$ cat config.mk
export PLATFORM = sky130hd
export DESIGN_NAME = tcm_test_control
export DESIGN_NICKNAME = d
export VERILOG_FILES = /design/src/core/tcm_pkg.sv /design/src/core/tcm_test_control.sv
export SDC_FILE = /design/constraint.sdc
export NUM_CORES = 1
export LEC_CHECK = 0
export BUFFER_PORTS_ARGS = -buffer_cell sky130_fd_sc_hd__buf_2
export CELL_PAD_IN_SITES_DETAIL_PLACEMENT = 0
export CELL_PAD_IN_SITES_GLOBAL_PLACEMENT = 1
export CORE_ASPECT_RATIO = 0.6
export CORE_MARGIN = 1
export CORE_UTILIZATION = 35
export CTS_BUF_LIST = sky130_fd_sc_hd__clkbuf_16
export DETAILED_ROUTE_END_ITERATION = 10
export PLACE_DENSITY = 0.81
export SKIP_CTS_REPAIR_TIMING = 1
export SYNTH_ARGS = -nofsm -noshare
export SYNTH_HDL_FRONTEND = slang
export SYNTH_SLANG_ARGS = --single-unit
$ cat constraint.sdc
create_clock -name clk -period 3.9 [get_ports clk]
set_input_delay 0.585 -clock clk [delete_from_list [all_inputs] [get_ports clk]]
set_output_delay 0.585 -clock clk [all_outputs]
set_load 0.1 [all_outputs]
$ cat src/core/tcm_pkg.sv
package tcm_pkg;

    // ****************************************
    // Register addresses of the config port
    // ****************************************
    localparam logic [5:0] TCM_ADDR_TOP_TEST = 6'h2F;
    localparam logic [5:0] TCM_ADDR_SPARE = 6'h30;
    localparam logic [5:0] TCM_ADDR_TX_FIFO = 6'h3E;
    localparam logic [5:0] TCM_ADDR_RX_FIFO = 6'h3F;

    // ****************************************
    // Field positions and reset values
    // ****************************************
    localparam int TCM_BIT_SELFTEST = 7;
    localparam int TCM_BIT_BATT = 6;
    localparam int TCM_BIT_NODE_DRIVE = 5;
    localparam int TCM_BIT_PROBE_PD = 4;
    localparam logic [15:0] TCM_TOP_TEST_RST = 16'h0010;
    localparam logic [15:0] TCM_SPARE_RST = 16'h0000;
    localparam logic [4:0] TCM_SEL_RST = 5'h00;
    localparam logic [3:0] TCM_PROBE_NODE_MODE = 4'h7;
    localparam logic [3:0] TCM_PROBE_LAST_MODE = 4'h8;

    // ****************************************
    // Internal signals offered to the test pins
    // ****************************************
    typedef struct packed {
        logic assess_normal;
        logic adc_q_lsb;
        logic late_resync_pulse;
        logic lock_status;
        logic chip_rate_tick;
        logic bit_rate_tick;
        logic synth_off;
        logic converter_off;
        logic var_gain_amp_off;
        logic rx_bandpass_off;
        logic front_end_off;
        logic power_amp_off;
        logic gain_loop_tick;
        logic [1:0] stage_peak_flag;
        logic front_gain_level_b1;
        logic amp_gain_b1;
        logic peak_reset_n;
        logic half_rate_clock_out;
        logic crystal_settled;
        logic synth_reference_out;
        logic synth_divided_out;
        logic synth_lock_span;
        logic synth_lock_span_sync;
        logic adc_clock;
        logic delimiter_normal;
    } tcm_probe_s;

    // Analog probe module controls
    typedef struct packed {
        logic powered;
        logic [3:0] mode;
        logic node_drive;
        logic pin_b_is_output;
    } tcm_analog_s;

endpackage

$ cat src/core/tcm_test_control.sv
`timescale 1ns/1ps
// How it works
// - Bit 7 of test control runs packet RAM self-test; result goes to frame delimiter pin.
// - Bit 6 routes battery monitor result to test output; resets zero.
// - In mode 7, bit 5 picks probe pin b direction: 0 watch, 1 drive.
// - Bit 4 powers down analog probe; resets to one.
// - Mode field 3:0 acts only when powered up; codes 0 to 8 used.
// - Spare 16-bit read/write register at 0x30, resets zero.
// - Transmit FIFO byte at 0x3E is write only.
// - Receive FIFO byte at 0x3F supports byte reads and writes.
// - Both status pins may carry a test signal, each with its own selector.
// - Assess selector 0 normal output, 1 ADC Q-branch LSB.
// - Selector 2 gives one-cycle pulse on each late demodulator resync.
// - Selector 3 shows synthesizer lock status.
// - Selectors 4 and 5 give chip-rate and bit-rate ticks.
// - Selectors 6 to 11 give the six power-down controls in order.
// - Selector 12 gives one-cycle pulse on each gain update.
// - Selectors 13 to 17 give peak flags, gain bits, peak reset.
// - Codes 18 to 22 reserved; 23 to 29 give clocks and lock signals.
module tcm_test_control
    import tcm_pkg::*;
#(
    parameter int ADDR_W = 6, // Config port address width
    parameter int REG_W = 16, // Config register width
    parameter int SEL_W = 5 // Test pin selector width
)
(
    input wire logic clk, // 16 MHz system clock
    input wire logic reset_n, // Asynchronous reset, active low
    input wire logic cfg_wr, // Register write strobe
    input wire logic cfg_rd, // Register read strobe
    input wire logic [ADDR_W-1:0] cfg_addr, // Register address
    input wire logic [REG_W-1:0] cfg_wdata, // Register write data
    output logic [REG_W-1:0] cfg_rdata, // Registered read data
    output logic cfg_hit, // Address belongs to this block
    input wire logic [SEL_W-1:0] assess_pin_selector, // Selector for assessment pin
    input wire logic [SEL_W-1:0] delimiter_pin_selector, // Selector for delimiter pin
    input wire tcm_probe_s probe, // Internal test signals
    input wire logic selftest_result, // Packet RAM self-test result
    input wire logic battery_result, // Battery monitor result
    input wire logic [7:0] rx_fifo_rdata, // Byte at receive FIFO head
    output logic packet_ram_selftest_go, // Self-test run level
    output logic battery_probe_out_en, // Battery result routed out
    output tcm_analog_s analog_ctrl, // Analog probe controls
    output logic tx_fifo_push, // Transmit FIFO byte write pulse
    output logic rx_fifo_push, // Receive FIFO byte write pulse
    output logic rx_fifo_pop, // Receive FIFO byte read pulse
    output logic [7:0] fifo_wdata, // Byte written to a FIFO
    output logic assess_pin, // Channel assessment pin level
    output logic frame_delimiter_pin // Frame delimiter pin level
);

    // ****************************************
    // Parameter checks
    // ****************************************
    // Address map, register layout and selector table fit these widths only
    if (ADDR_W != 6) begin
        $error("ADDR_W must be 6");
    end
    if (REG_W != 16) begin
        $error("REG_W must be 16");
    end
    if (SEL_W != 5) begin
        $error("SEL_W must be 5");
    end

    // ****************************************
    // Address decode
    // ****************************************
    logic hit_top;
    logic hit_spare;
    logic hit_tx;
    logic hit_rx;

    // Compare an address with one register's offset
    function automatic logic tcm_is(input logic [5:0] a, input logic [5:0] reg_addr);
        return a == reg_addr;
    endfunction

    // One decode per register, shared by the write, read and strobe paths
    always_comb begin
        hit_top = tcm_is(cfg_addr, TCM_ADDR_TOP_TEST);
        hit_spare = tcm_is(cfg_addr, TCM_ADDR_SPARE);
        hit_tx = tcm_is(cfg_addr, TCM_ADDR_TX_FIFO);
        hit_rx = tcm_is(cfg_addr, TCM_ADDR_RX_FIFO);
    end

    // ****************************************
    // Register file
    // ****************************************
    logic [15:0] top_level_test_control;
    logic [15:0] spare_control_status;
    logic [15:0] next_top_level_test_control;
    logic [15:0] next_spare_control_status;
    logic [15:0] next_cfg_rdata;
    logic [7:0] next_fifo_wdata;

    // Next register values and read data
    always_comb begin
        next_top_level_test_control = top_level_test_control;
        next_spare_control_status = spare_control_status;
        next_fifo_wdata = fifo_wdata;
        next_cfg_rdata = cfg_rdata;
        if (cfg_wr && hit_top) begin
            next_top_level_test_control = {8'h00, cfg_wdata[7:0]}; // Upper byte reserved
        end
        if (cfg_wr && hit_spare) begin
            next_spare_control_status = cfg_wdata;
        end
        if (cfg_wr && (hit_tx || hit_rx)) begin
            next_fifo_wdata = cfg_wdata[7:0];
        end
        if (cfg_rd) begin
            unique case (1'b1)
                hit_top: next_cfg_rdata = top_level_test_control;
                hit_spare: next_cfg_rdata = spare_control_status;
                hit_rx: next_cfg_rdata = {8'h00, rx_fifo_rdata};
                default: next_cfg_rdata = 16'h0000; // Transmit byte reads as zero
            endcase
        end
    end

    // Register update
    always_ff @(posedge clk or negedge reset_n) begin
        if (!reset_n) begin
            top_level_test_control <= TCM_TOP_TEST_RST;
            spare_control_status <= TCM_SPARE_RST;
            cfg_rdata <= 16'h0000;
            fifo_wdata <= 8'h00;
        end else begin
            top_level_test_control <= next_top_level_test_control;
            spare_control_status <= next_spare_control_status;
            cfg_rdata <= next_cfg_rdata;
            fifo_wdata <= next_fifo_wdata;
        end
    end

    // ****************************************
    // FIFO access strobes
    // ****************************************
    logic tx_push_q;
    logic rx_push_q;
    logic rx_pop_q;
    logic next_tx_push;
    logic next_rx_push;
    logic next_rx_pop;

    // One-cycle strobes, data valid with them
    always_comb begin
        next_tx_push = cfg_wr && hit_tx;
        next_rx_push = cfg_wr && hit_rx;
        next_rx_pop = cfg_rd && hit_rx;
    end

    // Strobe registers
    always_ff @(posedge clk or negedge reset_n) begin
        if (!reset_n) begin
            tx_push_q <= 1'b0;
            rx_push_q <= 1'b0;
            rx_pop_q <= 1'b0;
        end else begin
            tx_push_q <= next_tx_push;
            rx_push_q <= next_rx_push;
            rx_pop_q <= next_rx_pop;
        end
    end

    assign tx_fifo_push = tx_push_q;
    assign rx_fifo_push = rx_push_q;
    assign rx_fifo_pop = rx_pop_q;
    assign cfg_hit = hit_top || hit_spare || hit_tx || hit_rx;

    // ****************************************
    // Test control decode
    // ****************************************
    tcm_analog_s next_analog_ctrl;

    // Analog probe controls for one test register value
    function automatic tcm_analog_s tcm_analog(input logic [15:0] t);
        tcm_analog_s a;
        logic powered;
        powered = !t[TCM_BIT_PROBE_PD];
        a.powered = powered;
        // Mode only acts while powered; codes above 8 do nothing
        a.mode = (powered && t[3:0] <= TCM_PROBE_LAST_MODE) ? t[3:0] : 4'h0;
        a.node_drive = powered && t[3:0] == TCM_PROBE_NODE_MODE
            && t[TCM_BIT_NODE_DRIVE];
        // Pin b leaves as an output while powered, unless it drives the node
        a.pin_b_is_output = powered && !a.node_drive;
        return a;
    endfunction

    // Bit outputs come straight from the register
    always_comb begin
        packet_ram_selftest_go = top_level_test_control[TCM_BIT_SELFTEST];
        battery_probe_out_en = top_level_test_control[TCM_BIT_BATT];
        next_analog_ctrl = tcm_analog(next_top_level_test_control);
    end

    // Analog controls leave on flip-flops, in step with the register
    always_ff @(posedge clk or negedge reset_n) begin
        if (!reset_n) begin
            analog_ctrl <= '0; // Powered down, no mode
        end else begin
            analog_ctrl <= next_analog_ctrl;
        end
    end

    // ****************************************
    // Battery monitor input
    // ****************************************
    logic [2:0] batt_sync;
    logic batt_level;
    logic [2:0] next_batt_sync;
    logic next_batt_level;

    // Comparator output is not clock-aligned; a change counts once stages two and three agree
    always_comb begin
        // Shift in one stage per clock
        next_batt_sync = {batt_sync[1:0], battery_result};
        next_batt_level = batt_level;
        if (batt_sync[1] == batt_sync[2]) begin
            next_batt_level = batt_sync[2];
        end
    end

    // Synchroniser and settled level
    always_ff @(posedge clk or negedge reset_n) begin
        if (!reset_n) begin
            batt_sync <= 3'h0;
            batt_level <= 1'b0;
        end else begin
            batt_sync <= next_batt_sync;
            batt_level <= next_batt_level;
        end
    end

    // ****************************************
    // Test output selectors
    // ****************************************
    // Selector table shared by both pins
    function automatic logic tcm_pick(input logic [4:0] sel, input tcm_probe_s p,
        input logic normal);
        logic v;
        v = 1'b0;
        unique case (sel)
            5'h00: v = normal;
            5'h01: v = p.adc_q_lsb;
            5'h02: v = p.late_resync_pulse;
            5'h03: v = p.lock_status;
            5'h04: v = p.chip_rate_tick;
            5'h05: v = p.bit_rate_tick;
            5'h06: v = p.synth_off;
            5'h07: v = p.converter_off;
            5'h08: v = p.var_gain_amp_off;
            5'h09: v = p.rx_bandpass_off;
            5'h0A: v = p.front_end_off;
            5'h0B: v = p.power_amp_off;
            5'h0C: v = p.gain_loop_tick;
            5'h0D: v = p.stage_peak_flag[0];
            5'h0E: v = p.stage_peak_flag[1];
            5'h0F: v = p.front_gain_level_b1;
            5'h10: v = p.amp_gain_b1;
            5'h11: v = p.peak_reset_n;
            5'h17: v = p.half_rate_clock_out;
            5'h18: v = p.crystal_settled;
            5'h19: v = p.synth_reference_out;
            5'h1A: v = p.synth_divided_out;
            5'h1B: v = p.synth_lock_span;
            5'h1C: v = p.synth_lock_span_sync;
            5'h1D: v = p.adc_clock;
            default: v = 1'b0;
        endcase
        return v;
    endfunction

    logic next_assess_pin;
    logic next_delimiter_pin;

    // Pin selection; self-test result replaces delimiter output while running
    always_comb begin
        next_assess_pin = tcm_pick(assess_pin_selector, probe, probe.assess_normal);
        next_delimiter_pin = tcm_pick(delimiter_pin_selector, probe, probe.delimiter_normal);
        if (packet_ram_selftest_go) begin
            next_delimiter_pin = selftest_result;
        end else if (battery_probe_out_en) begin
            next_delimiter_pin = batt_level;
        end
    end

    // Pin flops keep one-cycle pulses one cycle wide
    always_ff @(posedge clk or negedge reset_n) begin
        if (!reset_n) begin
            assess_pin <= 1'b0;
            frame_delimiter_pin <= 1'b0;
        end else begin
            assess_pin <= next_assess_pin;
            frame_delimiter_pin <= next_delimiter_pin;
        end
    end

endmodule

==> results.yml, run 1 <==
outcome:
  status: "complete, no violations"
sta:
  clock-skew-final_ns: 0.004708
  fin_crit_sh_pct: 70.51
  drv_slew: 0
  slew_headroom_pct: 34.38
  worst_pin_slew_ns: 0.9770
  tns_ns: 0
  fin_crit_ns: 2.750
  whs_ns: 0.3319
  hold_violations: 0
  fmax_ghz: 0.3636
  rsz0062_at_grt: "no"
  finalSetupViolCount: 0
min_path:
  hp-class: "in -> async"
layout:
  seq_area_sq_um: 1603
  nets: 473
  n_antenna_cell: 0
  nFillCells: 844
  syn2layout_area_growth_pct: 26.43
  multi_input_area_sq_um: 1530
  layout-drive-gt1-share_pct: 43.70
critical_path:
  max_stage_delay_ns: 0.64
  reg2reg_setup_slack_ns: 2.12
  cp_top_family: "simple AND/OR/NAND/NOR gates"
  critPathLaunchType: "input pin"
  rr_endpoint: "frame_delimiter_pin"
  critPathMostFrequentCell: "buf_2"
  criticalPathCategory: "in -> out"
  crit_required_ns: 3.31
  crit_buf_inv: 2
  crit_path_max_fanout: 11
  r2r_cells: 5
  arrival_ns: 2.17
  path_cells: "buf_2 > nand3_1 > nor2_1 > or3_1 > buf_2"
  cp-end-kind: "output pin"
  reg2reg_from: "top_level_test_control[7]"
  crit_slowest_cell: "nor2_1"
floorplanning:
  core_sq_um: 8783
  ios: 111
  start_util_pct: 37.29
  dieArea_sq_um: 9763
  die_w_microns: 126.9
  dieHeight_microns: 76.94
  num_rows: 26
clock_network:
  cts.htree.levels: 3
  numClockSinks: 64
  tritoncts: "built"
  clk_pin_slew_ns: 0.05
  cts_buffer_depth: 2
  clock_latency_ns: 0.33
  numCtsBuffers: 9
  root_buffer: "clkbuf_16"
global_routing:
  antenna_found_initial: 0
  met1_usage_pct: 28.82
  grt_util_all_layers_pct: 18.77
  grtUsageMet3_pct: 5.932
  grt_use_met2_pct: 24.73
  grt_max_degree: 34
  grt_pass1_wl_microns: 13940
  busiest_layer: "met1"
  grt_pass1_vias: 2653
  overflow: 0
synth:
  syn-num-nets: 371
  synth-seq-cells: 64
  ys_seq_area_share_pct: 48.93
  syn_area_per_cell_sq_um: 10.96
  synth_flop_cell: "dfrtp_1"
  synth_top_area_share_pct: 48.13
  yosysWarnings: 0
  synthDistinctLibCells: 47
  netlist_area_sq_um: 3276
  synth_edf_count: 0
  synthTopCellsByArea: "dfrtp_1 48%, mux2_2 11%, mux2_4 4.6%, nand3_1 2.8%, o21ai_0 2.8%"
  synth_top_area_cell: "dfrtp_1"
  synthArstFlopShare_pct: 100.0
  syn_inst: 299
  synth_most_common_cell: "dfrtp_1"
  synthTopCellsByCount: "63 x dfrtp_1, 33 x mux2_2, 19 x nor2_1, 18 x nand3_1, 18 x o21ai_0"
place:
  place_congestion: 0.8866
  port_buffers: 110
  place_hpwl_microns: 6487
detailed_routing:
  viasPerCell: 5.257
  antenna_left: 0
  drc: 0
  drt_pass1_iterations: 4
  wirelength_microns: 8673
  initialDrtViolationCount: 184
  wl_per_cell_microns: 16.78
  num_vias: 2718
power:
  ir_worst_vdd_v: 0.0003031
  power_density_nw_per_um2: 487.5
  leakage_nw: 2.027
flow_run:
  maxCapViolCount: 0
## layout make-up
type                       instances  share of cell area (%)
clock buffer                       9                   5.438
clock inverter                     6                  0.6949
inverter                          13                   1.178
multi-input combinational        201                   36.95
sequential                        64                   38.70
tap                              112                   3.384
timing repair buffer             112                   13.66
## layout by cell type (no fill, tap or decap), types with 2 or more instances in the layout
cell type	netlist	layout
nand2b_1	3	3
o31ai_1	3	3
nand3b_1	4	4
o21ai_0	18	18
dfrtp_1	63	63
mux2i_1	5	5
and3_1	4	4
nand3_1	18	18
a21oi_1	13	13
nor2_1	19	19
nor2b_1	3	3
a31oi_1	6	6
o32ai_1	4	4
nor4b_1	2	2
or3_1	2	2
buf_2	3	110
a32oi_1	2	2
clkbuf_16	0	9
mux2_4	10	10
a22oi_1	8	8
nor4_4	2	2
nor3b_1	3	3
mux4_2	2	2
inv_1	13	14
nand2_1	15	15
clkinv_2	0	5
buf_4	1	2
nand4_1	5	5
mux2_2	33	33
nor4bb_1	2	2
## how the worst max path moves through the flow
stage | startpoint | end | slack [ns] | cells past startpoint
detailed placement | cfg_addr[3] | cfg_hit | 1.19 | 5
global placement | cfg_addr[3] | cfg_hit | 1.25 | 5
floorplan | cfg_addr[0] | cfg_hit | 1.43 | 3
finish | cfg_addr[3] | cfg_hit | 1.15 | 5
CTS | cfg_addr[3] | cfg_hit | 1.18 | 5
global route | cfg_addr[2] | cfg_hit | 1.06 | 5
## where the power goes
group          internal (mW)  total (mW)  switching, mW
Sequential             0.736       0.777         0.0411
Combinational          0.143       0.555          0.412
Clock                  0.417       0.687          0.270
Total                   1.30        2.02          0.723
## per-layer routing
layer,wire length [microns],up-vias
li1,-,1298
met1,4576,1303
met2,3383,109
met3,642,8
met4,70,0
met5,0,-
## metrics by stage
stage | worst slack (ns) | area, sq um | total power, mW | instances | util [%]
detailed placement | 1.189 | 3887 | 1.342 | 502 | 44.26
global route | 1.058 | 4141 | 2.109 | 517 | 47.15
finish | 1.150 | 4141 | 2.019 | 517 | 47.15
floorplan | 1.426 | 3276 | 1.202 | 299 | -
CTS | 1.180 | 4141 | 2.044 | 517 | 47.15
global placement | 1.254 | 3887 | 1.335 | 502 | 44.26
## worst reg2reg max path, cell delays in order (launching register included)
cell       delay [ns]
dfrtp_1          0.43
nor2_1           0.23
o41ai_1          0.11
a21o_1           0.16
a2111oi_0        0.57
a21oi_1          0.14
## sequential cells by signal, indices dropped and copies added (netlist names)
| register | count |
|---|---|
| cfg_rdata | 16 |
| spare_control_status | 16 |
| fifo_wdata | 8 |
| top_level_test_control | 8 |
| analog_ctrl | 7 |
| batt_sync | 3 |
| assess_pin | 1 |
| batt_level | 1 |
| frame_delimiter_pin | 1 |
| rx_fifo_pop | 1 |
| rx_fifo_push | 1 |
| tx_fifo_push | 1 |
## cell families (layout without fill, tap and decap cells)
kind of cell | Yosys count | in the layout | share of synthesized area [%]
simple gates | 89 | 89 | 15.66
flops | 64 | 64 | 48.93
compound gates | 61 | 61 | 11.92
mux | 50 | 50 | 18.83
buf+inv | 34 | 140 | 4.354
fa+ha+maj | 1 | 1 | 0.3056
No activity file was read; power rests on OpenSTA's default activity.
==> run 2: changes to the inputs <==
- clock period: 3.9 -> 2.7 ns (I/O delays scaled with it)
==> run 2 against run 1 <==
- global-route usage is 0.19 points higher
- design area grew 2.1%
- sequential share of layout area down 0.80 points
- register-to-register slack got worse by 1.1 ns
- via count increased by 2.5%
- highest routed layer unchanged
- worst hold slack lost 0.29 ns
- critical endpoint unchanged
- clock power increased by 76%
- worst setup slack lost 0.60 ns
- flip-flop and latch count unchanged
- first-iteration DRC count rose by 23%
==> results.yml, run 2 (synthesized netlist as in run 1, its figures left out) <==
detailed_routing:
  num_vias: 2786
  initialDrtViolationCount: 226
  drt_pass1_iterations: 5
  drc: 0
  antenna_left: 0
  wirelength_microns: 8889
  wl_per_cell_microns: 17.09
  viasPerCell: 5.358
outcome:
  status: "complete, no violations"
sta:
  fmax_ghz: 0.4656
  slew_headroom_pct: 53.34
  clock-skew-final_ns: 0.008572
  finalSetupViolCount: 0
  fin_ws_ns: 0.5525
  rsz0062_at_grt: "no"
  fin_crit_ns: 2.148
  hold_violations: 0
  drv_slew: 0
  fin_crit_sh_pct: 79.54
  tns_ns: 0
  worst_pin_slew_ns: 0.6974
  whs_ns: 0.03921
clock_network:
  clock_latency_ns: 0.33
  cts.htree.levels: 3
  cts_buffer_depth: 2
  numCtsBuffers: 9
  tritoncts: "built"
  numClockSinks: 64
  clk_pin_slew_ns: 0.05
  root_buffer: "clkbuf_16"
power:
  p_seq_share_pct: 35.8
  p_int_mw: 2.070
  pwr-share-comb_pct: 25.7
  leakage_nw: 2.057
  pwr-share-clk_pct: 38.5
  ir_worst_vdd_v: 0.0004765
  p_sw_mw: 1.070
  netSwitchingFraction_pct: 34.07
  power_density_nw_per_um2: 742.6
layout:
  nFillCells: 837
  syn2layout_area_growth_pct: 29.11
  final_cell_area_sq_um: 4229
  layout_common_cells: "109 x buf_2, 63 x dfrtp_1, 33 x mux2_2"
  top_regs: "cfg_rdata x16, spare_control_status x16"
  fin_util_pct: 48.15
  nets: 475
  n_antenna_cell: 0
  layout-drive-gt1-share_pct: 44.12
  final_common_cell: "buf_2"
floorplanning:
  num_rows: 26
  dieHeight_microns: 76.94
  core_sq_um: 8783
  dieArea_sq_um: 9763
  ios: 111
  die_w_microns: 126.9
  start_util_pct: 37.29
place:
  pre_cts_slack_ns: 0.5699
  place_congestion: 0.8541
  place_area_sq_um: 3918
  port_buffers: 110
  place_hpwl_microns: 6604
global_routing:
  antenna_found_initial: 0
  grt_pass1_vias: 2585
  overflow: 0
  grt_util_all_layers_pct: 18.96
  grt_pass1_wl_microns: 14030
  grt_max_degree: 34
critical_path:
  arrival_ns: 1.74
  crit_required_ns: 2.30
  crit_path_max_fanout: 11
  critPathLaunchType: "input pin"
  cp-end-kind: "output pin"
  criticalPathCategory: "in -> out"
min_path:
  hp-class: "in -> async"
flow_run:
  maxCapViolCount: 0
==> run 2: cell types whose count changed in the layout (fill, tap and decap cells not counted), sizes merged <==
cell	previous run	this run
clkinvlp	0	1
bufinv	0	2
buf	112	114
inv	14	13
clkinv	5	4
==> run 2: final timing paths <==
kind / startpoint / endpoint / slack (ns) / cells after the start
worst max-delay path: cfg_addr[3] / cfg_hit / 0.55 / 5
max in group asynchronous: reset_n / top_level_test_control[4] / 1.94 / 2
worst min register to register: batt_sync[0] / batt_sync[1] / 0.35 / 0
worst min-delay path: reset_n / cfg_rdata[12] / 0.04 / 1
worst max register to register: top_level_test_control[7] / frame_delimiter_pin / 0.98 / 5
min in group clk: battery_result / batt_sync[0] / 0.19 / 1
==> run 2: metrics by stage <==
step                instances  power [mW]
floorplan                 299       1.737
global placement          504       1.930
detailed placement        504       1.943
CTS                       520       3.172
global route              520       3.278
finish                    520       3.140
==> run 2: power groups by stage <==
stage               Sequential [mW]  Combinational [mW]  Clock [mW]
finish                         1.12               0.807        1.21
floorplan                      1.52               0.217           0
global route                   1.14               0.846        1.30
CTS                            1.12               0.809        1.24
global placement               1.13               0.797           0
detailed placement             1.14               0.807           0
==> run 2: area by class of cell <==
class | instances | area (sq um) | share of cell area [%]
multi-input combinational | 201 | 1530 | 36.18
clock buffer | 9 | 225.2 | 5.325
tap | 112 | 140.1 | 3.314
clock inverter | 7 | 86.33 | 2.041
timing repair buffer | 114 | 595.6 | 14.08
sequential | 64 | 1603 | 37.90
inverter | 13 | 48.80 | 1.154
==> run 2: worst max-delay path, stage by stage <==
cell and delay (ns):
buf_2 0.12, nand3_1 0.18, nor2_1 0.60, or3_1 0.26, buf_12 0.18
==> run 2: layer usage <==
metal | vias to the layer above | GRT usage, % | wire length (microns)
li1 | 1310 | - | -
met1 | 1345 | 29.38 | 4558
met2 | 129 | 24.40 | 3541
met3 | 2 | 7.676 | 781
met4 | 0 | 2.500 | 8
met5 | - | 0 | 0
